## config.mk

```make
export PLATFORM = sky130hd
export DESIGN_NAME = explicit_exchange
export DESIGN_NICKNAME = d
export VERILOG_FILES = /design/src/explicit_exchange_pkg.sv /design/src/explicit_exchange.sv /design/src/reply_byte_ram.sv
export SDC_FILE = /design/constraint.sdc
export NUM_CORES = 2
export LEC_CHECK = 0
export BUFFER_PORTS_ARGS = -buffer_cell sky130_fd_sc_hd__buf_2
export CAP_MARGIN = 5
export CELL_PAD_IN_SITES_DETAIL_PLACEMENT = 0
export CELL_PAD_IN_SITES_GLOBAL_PLACEMENT = 1
export CORE_MARGIN = 2
export CORE_UTILIZATION = 42
export CTS_BUF_LIST = sky130_fd_sc_hd__clkbuf_4 sky130_fd_sc_hd__clkbuf_8
export CTS_CLUSTER_DIAMETER = 60
export DETAILED_ROUTE_END_ITERATION = 6
export GPL_ROUTABILITY_DRIVEN = 0
export PLACE_DENSITY = 0.74
export SYNTH_ARGS = -nofsm -noshare
export SYNTH_HDL_FRONTEND = slang
export SYNTH_SLANG_ARGS = --single-unit
```

## constraint.sdc

```tcl
create_clock -name clk -period 6.1 [get_ports clk]
set_input_delay 1.22 -clock clk [delete_from_list [all_inputs] [get_ports clk]]
set_output_delay 1.22 -clock clk [all_outputs]
set_load 0.03 [all_outputs]
```

## src/explicit_exchange_pkg.sv

```systemverilog
// constants shared by the explicit message exchange block
// assumes a single 250 MHz clock and 16-bit host memory words
package explicit_exchange_pkg;
  localparam int          CLK_MHZ          = 250;
  localparam int          POLL_PERIOD_NS   = 1000;
  localparam int          POLL_CYCLES      = (POLL_PERIOD_NS * CLK_MHZ) / 1000;
  localparam int          REPLY_TIMEOUT_US = 1000;
  localparam int          REPLY_TIMEOUT_CYC = REPLY_TIMEOUT_US * CLK_MHZ;

  localparam int          MACID_LIMIT      = 64;
  localparam logic [15:0] REQ_MIN_BYTES    = 16'h0002;
  localparam logic [16:0] RX_HDR_BYTES     = 17'h00002;
  localparam logic [16:0] RX_MIN_SIZE      = 17'h00002;
  localparam logic [7:0]  SVC_RESPONSE_BIT = 8'h80;
  localparam logic [7:0]  SVC_ERROR        = 8'h94;
  localparam logic [7:0]  VENDOR_ERR_LO    = 8'hd0;

  // byte positions within the reply as it arrives from the node
  localparam logic [15:0] RP_MACID         = 16'h0000;
  localparam logic [15:0] RP_SERVICE       = 16'h0001;
  localparam logic [15:0] RP_GENERAL       = 16'h0002;
  localparam logic [15:0] RP_ADDITIONAL    = 16'h0003;

  // completion error flags
  localparam int          ERR_W            = 9;
  localparam int          ERR_ALLOC        = 0;
  localparam int          ERR_FETCH        = 1;
  localparam int          ERR_MACID        = 2;
  localparam int          ERR_NOCFG        = 3;
  localparam int          ERR_OFFLINE      = 4;
  localparam int          ERR_TIMEOUT      = 5;
  localparam int          ERR_OTHER        = 6;
  localparam int          ERR_OVERRUN      = 7;
  localparam int          ERR_STORE        = 8;

  typedef enum logic [3:0] {
    S_IDLE    = 4'b0000,
    S_CHKREG  = 4'b0001,
    S_FETCH   = 4'b0010,
    S_CHKNODE = 4'b0011,
    S_TXLO    = 4'b0100,
    S_TXHI    = 4'b0101,
    S_WAIT    = 4'b0110,
    S_CHKRX   = 4'b0111,
    S_RDLO    = 4'b1000,
    S_RDHI    = 4'b1001,
    S_PACK    = 4'b1010,
    S_PUT     = 4'b1011,
    S_DONE    = 4'b1100
  } state_t;
endpackage

```

## src/explicit_exchange.sv

```systemverilog
// explicit message exchange: fetches a request from host memory, sends it
// to a node, waits for the reply and stores it back in host memory
// assumes host memory, link and node tables all run on clk
//
// Behaviour
// request byte 0 macid, byte 1 service
// bytes 2,3 class id, low first
// bytes 4,5 instance id, low first
// byte 6 attribute, data from byte 7
// host loads total request byte count
// reply stored: count, macid, service
// good reply service equals request plus 0x80
// extra reply data follows service byte
// service 0x94 marks an error reply
// error reply: general byte 4, additional 5
// vendor error codes passed through unchanged
// nodes scanned in ascending macid order
// device and nodes share one bit rate
// every node has a unique macid
// poll send bit, validate registers, fetch
// check macid range, configured, online
// abort sets error bit plus complete
// oversize reply flags overrun, not stored
// even byte low half, odd high
`timescale 1ns/100ps
`default_nettype none
module explicit_exchange
  import explicit_exchange_pkg::*;
#(
  parameter int MEM_WORDS   = 4096,
  parameter int RX_DEPTH    = 256,
  parameter int TIMEOUT_CYC = REPLY_TIMEOUT_CYC
) (
  input  wire logic                 clk,
  input  wire logic                 rst_n,
  input  wire logic                 send_cmd,
  input  wire logic [15:0]          tx_buffer_start_reg,
  input  wire logic [15:0]          tx_byte_count_reg,
  input  wire logic [15:0]          rx_buffer_start_reg,
  input  wire logic [15:0]          rx_buffer_size_reg,
  output logic                      mem_req,
  output logic                      mem_we,
  output logic      [15:0]          mem_addr,
  output logic      [15:0]          mem_wdata,
  input  wire logic                 mem_ack,
  input  wire logic                 mem_err,
  input  wire logic [15:0]          mem_rdata,
  input  wire logic [MACID_LIMIT-1:0] node_configured,
  input  wire logic [MACID_LIMIT-1:0] node_online,
  output logic                      tx_valid,
  output logic      [7:0]           tx_data,
  output logic                      tx_last,
  input  wire logic                 tx_ready,
  input  wire logic                 rx_valid,
  input  wire logic [7:0]           rx_data,
  input  wire logic                 rx_last,
  input  wire logic [1:0]           bit_rate_sel,
  output logic      [1:0]           link_bit_rate,
  output logic      [5:0]           scan_macid,
  output logic                      scan_strobe,
  output logic                      xfer_done,
  output logic      [ERR_W-1:0]     xfer_error,
  output logic                      reply_error,
  output logic                      vendor_error,
  output logic      [7:0]           reply_macid,
  output logic      [7:0]           general_code,
  output logic      [7:0]           additional_code
);
  import explicit_exchange_pkg::*;

  localparam int RAW = $clog2(RX_DEPTH);
  localparam int TW  = $clog2(TIMEOUT_CYC + 1);
  localparam int PW  = $clog2(POLL_CYCLES + 1);

  typedef struct packed {
    state_t           st;
    logic             armed;
    logic             done;
    logic [ERR_W-1:0] err;
    logic             rerr;
    logic [PW-1:0]    poll;
    logic [TW-1:0]    tmo;
    logic [15:0]      idx;
    logic [15:0]      addr;
    logic [15:0]      wbuf;
    logic [7:0]       txb;
    logic [7:0]       svc;
    logic [7:0]       macid;
    logic [7:0]       rmac;
    logic [7:0]       rsvc;
    logic [7:0]       gen;
    logic [7:0]       add;
    logic [15:0]      ridx;
    logic             ovf;
    logic [7:0]       lo;
    logic [5:0]       scan;
    logic             sstb;
    logic [1:0]       rate;
  } regs_t;

  regs_t            r_q;
  regs_t            r_d;
  logic             poll_tick;
  logic             ram_we;
  logic [RAW-1:0]   ram_raddr;
  logic [7:0]       ram_rdata;
  logic [15:0]      tx_words;
  logic [15:0]      rx_words;
  logic [16:0]      rx_total;

  assign poll_tick = (r_q.poll == PW'(POLL_CYCLES - 1));
  assign tx_words  = 16'((17'(tx_byte_count_reg) + 17'h1) >> 1);
  assign rx_words  = 16'((17'(rx_buffer_size_reg) + 17'h1) >> 1);
  assign rx_total  = 17'(r_q.ridx) + RX_HDR_BYTES;
  assign ram_we    = (r_q.st == S_WAIT) && rx_valid
                     && (r_q.ridx < 16'(RX_DEPTH));
  assign ram_raddr = (r_q.st == S_RDLO) ? RAW'(r_q.idx)
                                        : RAW'(r_q.idx + 16'h1);

  reply_byte_ram #(
    .DEPTH (RX_DEPTH),
    .AW    (RAW)
  ) u_ram (
    .clk     (clk),
    .rst_n   (rst_n),
    .we      (ram_we),
    .waddr   (RAW'(r_q.ridx)),
    .wdata   (rx_data),
    .raddr   (ram_raddr),
    .rdata_q (ram_rdata)
  );

  always_comb begin
    r_d  = r_q;
    r_d.poll = poll_tick ? '0 : PW'(r_q.poll + 1'b1);
    r_d.sstb = 1'b0;
    r_d.rate = bit_rate_sel;
    // walk macids upward one per poll period, flag configured ones
    if (poll_tick) begin
      r_d.scan = r_q.scan + 6'h1;
      r_d.sstb = node_configured[r_q.scan + 6'h1];
    end
    case (r_q.st)
      S_IDLE: begin
        if (!send_cmd) begin
          r_d.armed = 1'b1;
        end else if (poll_tick && r_q.armed) begin
          r_d.armed = 1'b0;
          r_d.done  = 1'b0;
          r_d.err   = '0;
          r_d.rerr  = 1'b0;
          r_d.st    = S_CHKREG;
        end
      end
      S_CHKREG: begin
        // request must at least hold macid and service bytes
        if (tx_byte_count_reg < REQ_MIN_BYTES
            || 17'(tx_buffer_start_reg) + 17'(tx_words) > 17'(MEM_WORDS)
            || 17'(rx_buffer_size_reg) < RX_MIN_SIZE
            || 17'(rx_buffer_start_reg) + 17'(rx_words)
               > 17'(MEM_WORDS)) begin
          r_d.err[ERR_ALLOC] = 1'b1;
          r_d.st = S_DONE;
        end else begin
          r_d.addr = tx_buffer_start_reg;
          r_d.idx  = 16'h0;
          r_d.st   = S_FETCH;
        end
      end
      S_FETCH: begin
        if (mem_ack) begin
          if (mem_err) begin
            r_d.err[ERR_FETCH] = 1'b1;
            r_d.st = S_DONE;
          end else begin
            r_d.wbuf = mem_rdata;
            r_d.addr = r_q.addr + 16'h1;
            r_d.txb  = mem_rdata[7:0];
            r_d.st   = (r_q.idx == 16'h0) ? S_CHKNODE : S_TXLO;
          end
        end
      end
      S_CHKNODE: begin
        r_d.macid = r_q.wbuf[7:0];
        r_d.svc   = r_q.wbuf[15:8];
        if (r_q.wbuf[7:0] >= 8'(MACID_LIMIT)) begin
          r_d.err[ERR_MACID] = 1'b1;
          r_d.st = S_DONE;
        end else if (!node_configured[r_q.wbuf[5:0]]) begin
          r_d.err[ERR_NOCFG] = 1'b1;
          r_d.st = S_DONE;
        end else if (!node_online[r_q.wbuf[5:0]]) begin
          r_d.err[ERR_OFFLINE] = 1'b1;
          r_d.st = S_DONE;
        end else begin
          r_d.st = S_TXLO;
        end
      end
      // class, instance, attribute and data go out in buffer order
      S_TXLO, S_TXHI: begin
        if (tx_ready) begin
          r_d.idx = r_q.idx + 16'h1;
          if (r_q.idx + 16'h1 == tx_byte_count_reg) begin
            r_d.tmo  = '0;
            r_d.ridx = 16'h0;
            r_d.ovf  = 1'b0;
            r_d.st   = S_WAIT;
          end else if (r_q.st == S_TXLO) begin
            r_d.txb = r_q.wbuf[15:8];
            r_d.st  = S_TXHI;
          end else begin
            r_d.st = S_FETCH;
          end
        end
      end
      S_WAIT: begin
        r_d.tmo = TW'(r_q.tmo + 1'b1);
        if (rx_valid) begin
          r_d.tmo  = '0;
          r_d.ridx = r_q.ridx + 16'h1;
          if (r_q.ridx >= 16'(RX_DEPTH)) begin
            r_d.ovf = 1'b1;
          end
          if (r_q.ridx == RP_MACID) begin
            r_d.rmac = rx_data;
          end
          if (r_q.ridx == RP_SERVICE) begin
            r_d.rsvc = rx_data;
          end
          if (r_q.ridx == RP_GENERAL) begin
            r_d.gen = rx_data;
          end
          if (r_q.ridx == RP_ADDITIONAL) begin
            r_d.add = rx_data;
          end
          if (rx_last) begin
            r_d.st = S_CHKRX;
          end
        end else if (r_q.tmo == TW'(TIMEOUT_CYC - 1)) begin
          r_d.err[ERR_TIMEOUT] = 1'b1;
          r_d.st = S_DONE;
        end
      end
      S_CHKRX: begin
        if (r_q.ovf || rx_total > 17'(rx_buffer_size_reg)) begin
          r_d.err[ERR_OVERRUN] = 1'b1;
          r_d.st = S_DONE;
        end else begin
          if (r_q.rsvc == SVC_ERROR) begin
            r_d.rerr = 1'b1;
          end
          r_d.addr = rx_buffer_start_reg;
          r_d.wbuf = rx_total[15:0];
          r_d.idx  = 16'h0;
          r_d.st   = S_PUT;
        end
      end
      S_PUT: begin
        if (mem_ack) begin
          if (mem_err) begin
            r_d.err[ERR_STORE] = 1'b1;
            r_d.st = S_DONE;
          end else begin
            r_d.addr = r_q.addr + 16'h1;
            r_d.st   = (r_q.idx >= r_q.ridx) ? S_DONE : S_RDLO;
          end
        end
      end
      S_RDLO: begin
        r_d.st = S_RDHI;
      end
      S_RDHI: begin
        r_d.lo = ram_rdata;
        r_d.st = S_PACK;
      end
      S_PACK: begin
        // macid then service, then any node data, two bytes a word
        r_d.wbuf = {(r_q.idx + 16'h1 < r_q.ridx) ? ram_rdata : 8'h00,
                    r_q.lo};
        r_d.idx  = r_q.idx + 16'h2;
        r_d.st   = S_PUT;
      end
      S_DONE: begin
        // bad echo is raised with complete, once the reply is stored
        if (r_q.err == '0 && !r_q.rerr
            && r_q.rsvc != (r_q.svc | SVC_RESPONSE_BIT)) begin
          r_d.err[ERR_OTHER] = 1'b1;
        end
        r_d.done = 1'b1;
        r_d.st   = S_IDLE;
      end
      default: begin
        r_d.st = S_IDLE;
      end
    endcase
  end

  always_ff @(posedge clk or negedge rst_n) begin
    if (!rst_n) begin
      r_q <= '{st: S_IDLE, default: '0};
    end else begin
      r_q <= r_d;
    end
  end

  assign mem_req         = (r_q.st == S_FETCH) || (r_q.st == S_PUT);
  assign mem_we          = (r_q.st == S_PUT);
  assign mem_addr        = r_q.addr;
  assign mem_wdata       = r_q.wbuf;
  assign tx_valid        = (r_q.st == S_TXLO) || (r_q.st == S_TXHI);
  assign tx_data         = r_q.txb;
  assign tx_last         = tx_valid
                           && (r_q.idx + 16'h1 == tx_byte_count_reg);
  assign link_bit_rate   = r_q.rate;
  assign scan_macid      = r_q.scan;
  assign scan_strobe     = r_q.sstb;
  assign xfer_done       = r_q.done;
  assign xfer_error      = r_q.err;
  assign reply_error     = r_q.rerr;
  assign vendor_error    = r_q.rerr && (r_q.gen >= VENDOR_ERR_LO);
  assign reply_macid     = r_q.rmac;
  assign general_code    = r_q.gen;
  assign additional_code = r_q.add;
endmodule
`default_nettype wire

```

## src/reply_byte_ram.sv

```systemverilog
// byte memory that holds one reply while it is checked
// assumes read address is presented one cycle before the data is used
`timescale 1ns/100ps
`default_nettype none
module reply_byte_ram #(
  parameter int DEPTH = 256,
  parameter int AW    = 8
) (
  input  wire logic          clk,
  input  wire logic          rst_n,
  input  wire logic          we,
  input  wire logic [AW-1:0] waddr,
  input  wire logic [7:0]    wdata,
  input  wire logic [AW-1:0] raddr,
  output logic      [7:0]    rdata_q
);
  logic [7:0] mem [DEPTH];

  always_ff @(posedge clk) begin
    if (we) begin
      mem[waddr] <= wdata;
    end
  end

  always_ff @(posedge clk or negedge rst_n) begin
    if (!rst_n) begin
      rdata_q <= 8'h00;
    end else begin
      rdata_q <= mem[raddr];
    end
  end
endmodule
`default_nettype wire
```

== Yosys cells after proc, flatten, opt, wreduce, memory -nomap -nowiden ==
Memory sizes are Yosys's and may differ from the RTL's. A register that Yosys moved wholly into a read port is not among the register bits.
Cells that the tools add are included.

* Add/sub/neg operators: 12
* $lt $le $gt $ge: 13
* Equality and inequality tests: 50
* Multiplexer cells: 79
* Reductions and logical operators: 56

{| class="wikitable"
|+ Operators by type and width
! operator !! count
|-
| case mux 16 bit (4 select lines) || 2
|-
| 2-to-1 mux 40 bit || 2
|-
| 2-to-1 mux 4 bit || 13
|-
| 2-to-1 mux 17 bit || 3
|-
| adder 16 x 1 -> 16 bit, second input constant || 3
|-
| 2-to-1 mux 16 bit || 3
|-
| 2-to-1 mux 48 bit || 1
|-
| 2-to-1 mux 8 bit || 6
|-
| case mux 16 bit (3 select lines) || 1
|-
| inequality test 2 bit, second input constant || 23
|-
| case mux 4 bit (11 select lines) || 1
|-
| 2-to-1 mux 18 bit || 2
|-
| case mux 18 bit (2 select lines) || 1
|-
| adder 16 x 1 -> 17 bit, second input constant || 2
|-
| adder 16 x 16 -> 17 bit || 2
|-
| greater-than comparator 17 x 13 -> 1 bit, second input constant || 2
|-
| 2-to-1 mux 34 bit || 1
|-
| case mux 17 bit (2 select lines) || 1
|-
| == test 16 x 2 -> 1 bit, second input constant || 2
|-
| zero test 16 bit || 2
|-
| < comparator 16 x 2 -> 1 bit, second input constant || 2
|-
| 2-to-1 mux 32 bit || 1
|-
| AND reduction 5 bit || 6
|-
| AND reduction 4 bit || 7
|-
| 46 further kinds || 121
|}

* Register bits after elaboration: 171
* RAM bits: 2,048
* Bits of input ports: 226
* Logic and storage cells: 241
* Memories: 1

{| class="wikitable"
|+ Memories
! memory !! depth !! bits a word !! read ports !! clocked after Yosys merged registers in !! write ports !! line !! text
|-
| u_ram.mem || 256 || 8 || 1 || 1 || 1 || reply_byte_ram.sv:17 || <nowiki>logic [7:0] mem [DEPTH];</nowiki>
|}

== Logic depth before layout (Yosys ltp) ==
* Word-level depth: 8
* Gate-level depth with buffers: 21
* Mapped depth without buffers: 17

== Modules after synthesis ==
A second synthesis with hierarchy kept.

* Cell total of the unflattened synthesis: 5,471
* Area total of the unflattened synthesis: 95,242.6 um^2

{| class="wikitable"
|+ By module, submodules not included
! module !! times used !! cells an instance !! area each (um^2) !! sequential area each (um^2)
|-
| reply_byte_ram || 1 || 3,795 || 80,038.0 || 61,699.2
|-
| explicit_exchange || 1 || 1,676 || 15,204.6 || 4,279.1
|}

== Worst setup path after synthesis ==
Ideal clock, no wire load.

* Path type: in2reg
* From: input port tx_byte_count_reg[6]
* To: register r_q, in the netlist mem_addr[12]
* Library setup time: 128 ps
* Arrival time: 5,015 ps
* Data required time: 5,972 ps
* Setup slack: 958 ps
* Stages: 18
* Buffers on the path: 2
* Cell sequence: clkbuf_1 -> and3_1 -> and3_1 -> nand2_1 -> nor2_1 -> xor2_1 -> ha_1 -> clkbuf_1 -> nor2b_1 -> o2bb2ai_1 -> or4_1 -> or4_1 -> nor4_1 -> a31o_1 -> and4_4 -> a21boi_2 -> nor2_8 -> mux2_1

* Longest elaborated chain between the ends: 8
* Elaborated cells between the ends (all ways): 9
* Those cells by class: add/sub (2); order compare (2); eq/ne (1); reduce/logical (4)

{| class="wikitable"
|+ Ends and longest elaborated chain
! element !! line !! text
|-
| start, declared || explicit_exchange.sv:38 || <nowiki>input wire logic [15:0] tx_byte_count_reg,</nowiki>
|-
| adder 16 x 1 -> 17 bit || explicit_exchange.sv:112 || <nowiki>assign tx_words = 16'((17'(tx_byte_count_reg) + 17'h1) >> 1);</nowiki>
|-
| adder 16 x 16 -> 17 bit || explicit_exchange.sv:158 || <nowiki>|| 17'(tx_buffer_start_reg) + 17'(tx_words) > 17'(MEM_WORDS)</nowiki>
|-
| greater-than comparator 17 x 13 -> 1 bit || explicit_exchange.sv:158 ||
|-
| logical OR 1 bit * || explicit_exchange.sv:158 ||
|-
| logical OR 1 bit * || explicit_exchange.sv:159 || <nowiki>|| 17'(rx_buffer_size_reg) < RX_MIN_SIZE</nowiki>
|-
| logical OR 1 bit * || explicit_exchange.sv:160 || <nowiki>|| 17'(rx_buffer_start_reg) + 17'(rx_words)</nowiki>
|-
| inequality test 2 bit (no line) * || -- ||
|-
| AND reduction 7 bit (no line) * || -- ||
|-
| end signal, assigned || explicit_exchange.sv:302 || <nowiki>r_q <= r_d;</nowiki>
|-
| end, declared || explicit_exchange.sv:101 || <nowiki>regs_t r_q;</nowiki>
|}

Mark *: on every way between the ends. The rest lies on a longest branch, timed or not.
A chain may end at the register's enable or synchronous reset.

== Final worst setup path ==
* From: register r_q[123] (netlist name)
* To: output port tx_last

* Longest elaborated chain between the ends: 3

{| class="wikitable"
|+ Ends and longest elaborated chain
! element !! line !! text
|-
| adder 16 x 1 -> 16 bit || explicit_exchange.sv:313 || <nowiki>&& (r_q.idx + 16'h1 == tx_byte_count_reg);</nowiki>
|-
| == test 16 bit || explicit_exchange.sv:313 ||
|-
| logical AND 1 bit || explicit_exchange.sv:313 ||
|-
| end, declared || explicit_exchange.sv:52 || <nowiki>output logic tx_last,</nowiki>
|}

Every way passes these cells.

==> metrics.sh <==
MAXCLOCKFREQUENCY_MHz=170
SYNTH_TOP_AREA_SHARE=0.581
SEQ_POWER_SHARE=0.291
YOSYSWARNINGS=0
YS_ASYNC_SR_FRACTION=0.0804
FIRST_GLOBAL_VIAS=77400
POSTLAYOUTSETUPSLACKWORST_PS=203
SYNTH-EDFF-COUNT=2048
CTS.CLK_SLEW.WORST_PATHS_PS=70
WORST_SLEW_PIN_SLEW_PS=1470
COMB_POWER_SHARE=0.491
HPWL_AFTER_DETAILED_PLACEMENT_MM=240
WORST_SETUP_PATH_END_KIND='output port'
SKEW_PS=94.8
TIMING.CRITICAL_PATH.FROM_TYPE='flop'
DIE_HEIGHT_UM=506
CRIT_FANOUT=13
AREA_DELTA_SYNTH_FINAL_PCT=12.0
PERIOD_MINUS_SLACK_PS=5900
FINALMAXSLEWVIOLATIONS=0
LAYOUT.AREA.SEQ_UM2=66000
SYNTHMOSTINSTANTIATEDCELL='edfxtp_1'
WORST_IR_DROP_VDD_mV=0.617
DOMINANTREGCELLSYNTH='edfxtp_1'
DETAILEDROUTE.FIRSTITERATIONVIOLATIONS=11600
CLOCK_POWER_SHARE=0.218
NETLIST_INSTANCES=8464
POWER_SWITCHING_mW=26.8
HOLD_PATH.CLASS='input pin to async pin'
CTS_BUFFER_DEPTH=4
FILL_CELLS=21900
FINAL_CELL_COUNT_NO_FILL=12300
SETUP_VIOL=0
DESIGN.FINAL.NETS=9007
SWITCHING_SHARE=0.445
SYNTH.NET_COUNT=8787
LAYOUT-DRIVE-GT1-SHARE=0.162
POST_SYNTH_DESIGN_CELL_AREA_UM2=106000
INT_POWER_mW=33.5
ROUTED-VIA-COUNT=81900
WL_PER_CELL_UM=31.2
CLOCK_INSERTION_DELAY_WORST_SKEW_PS=1130
DETAILEDROUTE.FIRSTPASSITERATIONCOUNT=7
BUFFER_PORTS.INSERTED=314
AVGVIACOUNTPERCELL=6.65
MULTI_INPUT_COMB_AREA_UM2=36200
STATIC-LEAKAGE-POWER_nW=39.5
FINAL_MIN_PERIOD_OVER_CLOCK_PERIOD=0.967
HOLD_VIOL=0
ANTENNA_FOUND_INITIAL=33
TRITONCTS='done'
GRT_FIRST_PASS_WIRELENGTH_MM=545
DP_CELLS=11600
ROUTED_WIRELENGTH_MM=385
NETLIST.TOP_CELL.BY_AREA='edfxtp_1'
CLOCK-ROOT-BUFFER='clkbuf_8'
PRECTSSETUPSLACK_PS=422
FLOORPLAN.IO_PINS=315
YS_FF_LATCH=2227
TRITONCTS.NUM_BUFFERS=381
DRC=12
ROWS=184
DIE_AREA_UM2=256000
GRT-OVFL-TOTAL=0
RUN_STATUS='finished with violations'
CTS.SINK_COUNT=2227
SETUP_TOTAL_NEGATIVE_SLACK_PS=0
RSZ_0062_RAISED_AFTER_GLOBAL_ROUTING='no'
GLOBAL_ROUTE.USAGE.TOTAL=0.289
INITIAL_CORE_UTIL=0.422
CELL_VARIETY_AFTER_SYNTH=103
TIMING.CRITICAL_PATH.REQUIRED_PS=4880
SYNTH_COMMON_CELLS='edfxtp_1 (2048), nand2_1 (726), o22ai_1 (577)'
GRT_MAX_DEGREE=176
SYNTH_SEQ_AREA_SHARE=0.623
H-TREE-DEPTH=5
VIOLATIONS_IN_THE_FINAL_REPORTS='DRC'
SYNTH_AREA_LEADERS='edfxtp_1 (58%), dfrtp_1 (4.2%), o221ai_1 (3.8%), mux2i_1 (3.6%), o22ai_1 (3.4%)'
MEAN_INSTANCE_SIZE_IN_THE_SYNTHESIZED_NETLIST_UM2=12.5
SLEW-LIMIT-HEADROOM=0.0211
ENDPOINT_ARRIVAL_TIME_ON_THE_CRITICAL_PATH_PS=4680
CRITPATHKIND='flop to output port'
CORE_REGION_AREA_UM2=251000
MAXCAP_VIOL_COUNT=0
DIE-WIDTH_UM=506
ANTENNA_LEFT=0
POST_CTS_HOLD_BUFFER_COUNT=0
POWERDENSITY_nW_PER_UM2=508
[cell usage in the layout, fill, tap and decap left out, types with 19 or more instances in the layout]
master / instances
o21ai_1: 25
o221ai_1: 456
clkinv_2: 44
clkbuf_8: 399
o21ai_0: 381
edfxtp_1: 2048
nand2_1: 723
o31ai_1: 20
and3_1: 41
a311oi_1: 21
a21oi_1: 389
a211oi_1: 187
or3_1: 27
a31oi_1: 80
dfrtp_1: 176
mux2i_1: 379
nor2b_1: 81
nor2_1: 563
xnor2_1: 76
a32oi_1: 65
nand2b_1: 20
nand4_1: 32
ha_1: 93
nor4_1: 83
o22ai_1: 576
clkinv_1: 85
xor2_1: 33
mux2_2: 53
buf_2: 305
mux4_2: 113
nor3_1: 178
o211ai_1: 19
nand3_1: 276
buf_4: 260
clkbuf_4: 118
a2111oi_0: 32
buf_12: 59
a221oi_1: 60
inv_1: 54
[area by class of cell]
type	count	area share
multi-input combinational	5385	0.305
clock inverter	151	0.00773
clock buffer	509	0.0528
antenna	17	0.000359
timing repair buffer	633	0.0403
sequential	2227	0.556
inverter	56	0.00183
tap	3348	0.0353
[registers in the layout (all words and copies together), names as in the netlist, 2 cells and up]
signal and flops:
additional_code 8, u_ram.mem 2048, scan_macid 6, tx_data 8, general_code 8, mem_wdata 16
u_ram.rdata_q 8, reply_macid 8, mem_addr 16, xfer_error 9, link_bit_rate 2, r_q 87
[what timing repair did]
action / 4_1_cts / 5_1_grt
setup buffers: 1 / 0
gates cloned: 0 / 0
setup endpoints to repair: 1 / 1
gates resized for setup: 1 / 3
pin swaps: 0 / 0
[final timing paths]
check,startpoint,end,slack [ps],cells past startpoint
worst max-delay path,r_q[123],tx_last,200,8
worst min-delay path,rst_n,mem_addr[6],210,1
worst max register to register,r_q[20],mem_wdata[3],680,17
worst min register to register,reply_macid[0],reply_macid[0],470,2
max in group asynchronous,rst_n,r_q[122],4650,2
min in group clk,bit_rate_sel[1],link_bit_rate[1],240,1
[power groups by stage]
stage	clock [mW]	combinational (mW)	sequential, mW
floorplan	0	17.9	17.5
global placement	0	28.3	17.8
detailed placement	0	28.7	17.8
CTS	13.2	28.8	17.5
global route	13.9	30.7	17.6
finish	13.2	29.6	17.5
[stage by stage]
| step | power, mW | instance area (um^2) | hold slack, ps | util |
|---|---|---|---|---|
| 2_1_floorplan | 35.4 | 106000 | 440 | - |
| 3_5_place_dp | 46.5 | 111000 | 457 | 0.443 |
| 5_1_grt | 62.2 | 119000 | 186 | 0.472 |
| 4_1_cts | 59.5 | 119000 | 136 | 0.472 |
| 3_3_place_gp | 46.1 | 111000 | 452 | 0.443 |
| 6_report | 60.3 | 119000 | 211 | 0.472 |
[worst max-delay path, cell delays in order (launching register included)]
cell and delay [ps]:
dfrtp_4 570, ha_2 430, nand3_2 310, nor4_2 440, xor2_1 270, xnor2_1 170, or4b_4 500, nor4_4 520
buf_2 330
[logic make-up after synthesis]
logic type,count (synthesis),synth area share
compound gates,2475,0.158
flops,2227,0.623
simple gates,2138,0.0923
buf+inv,852,0.0378
mux,552,0.0662
xor+xnor,123,0.0108
fa+ha+maj,97,0.0116
[metal layers]
metal  part of all wire  global-route usage
met1               0.37               0.376
met2               0.45               0.443
met3               0.12              0.0723
met4              0.057               0.158
met5            0.00030                   0
(Power assumes the default switching activity.)
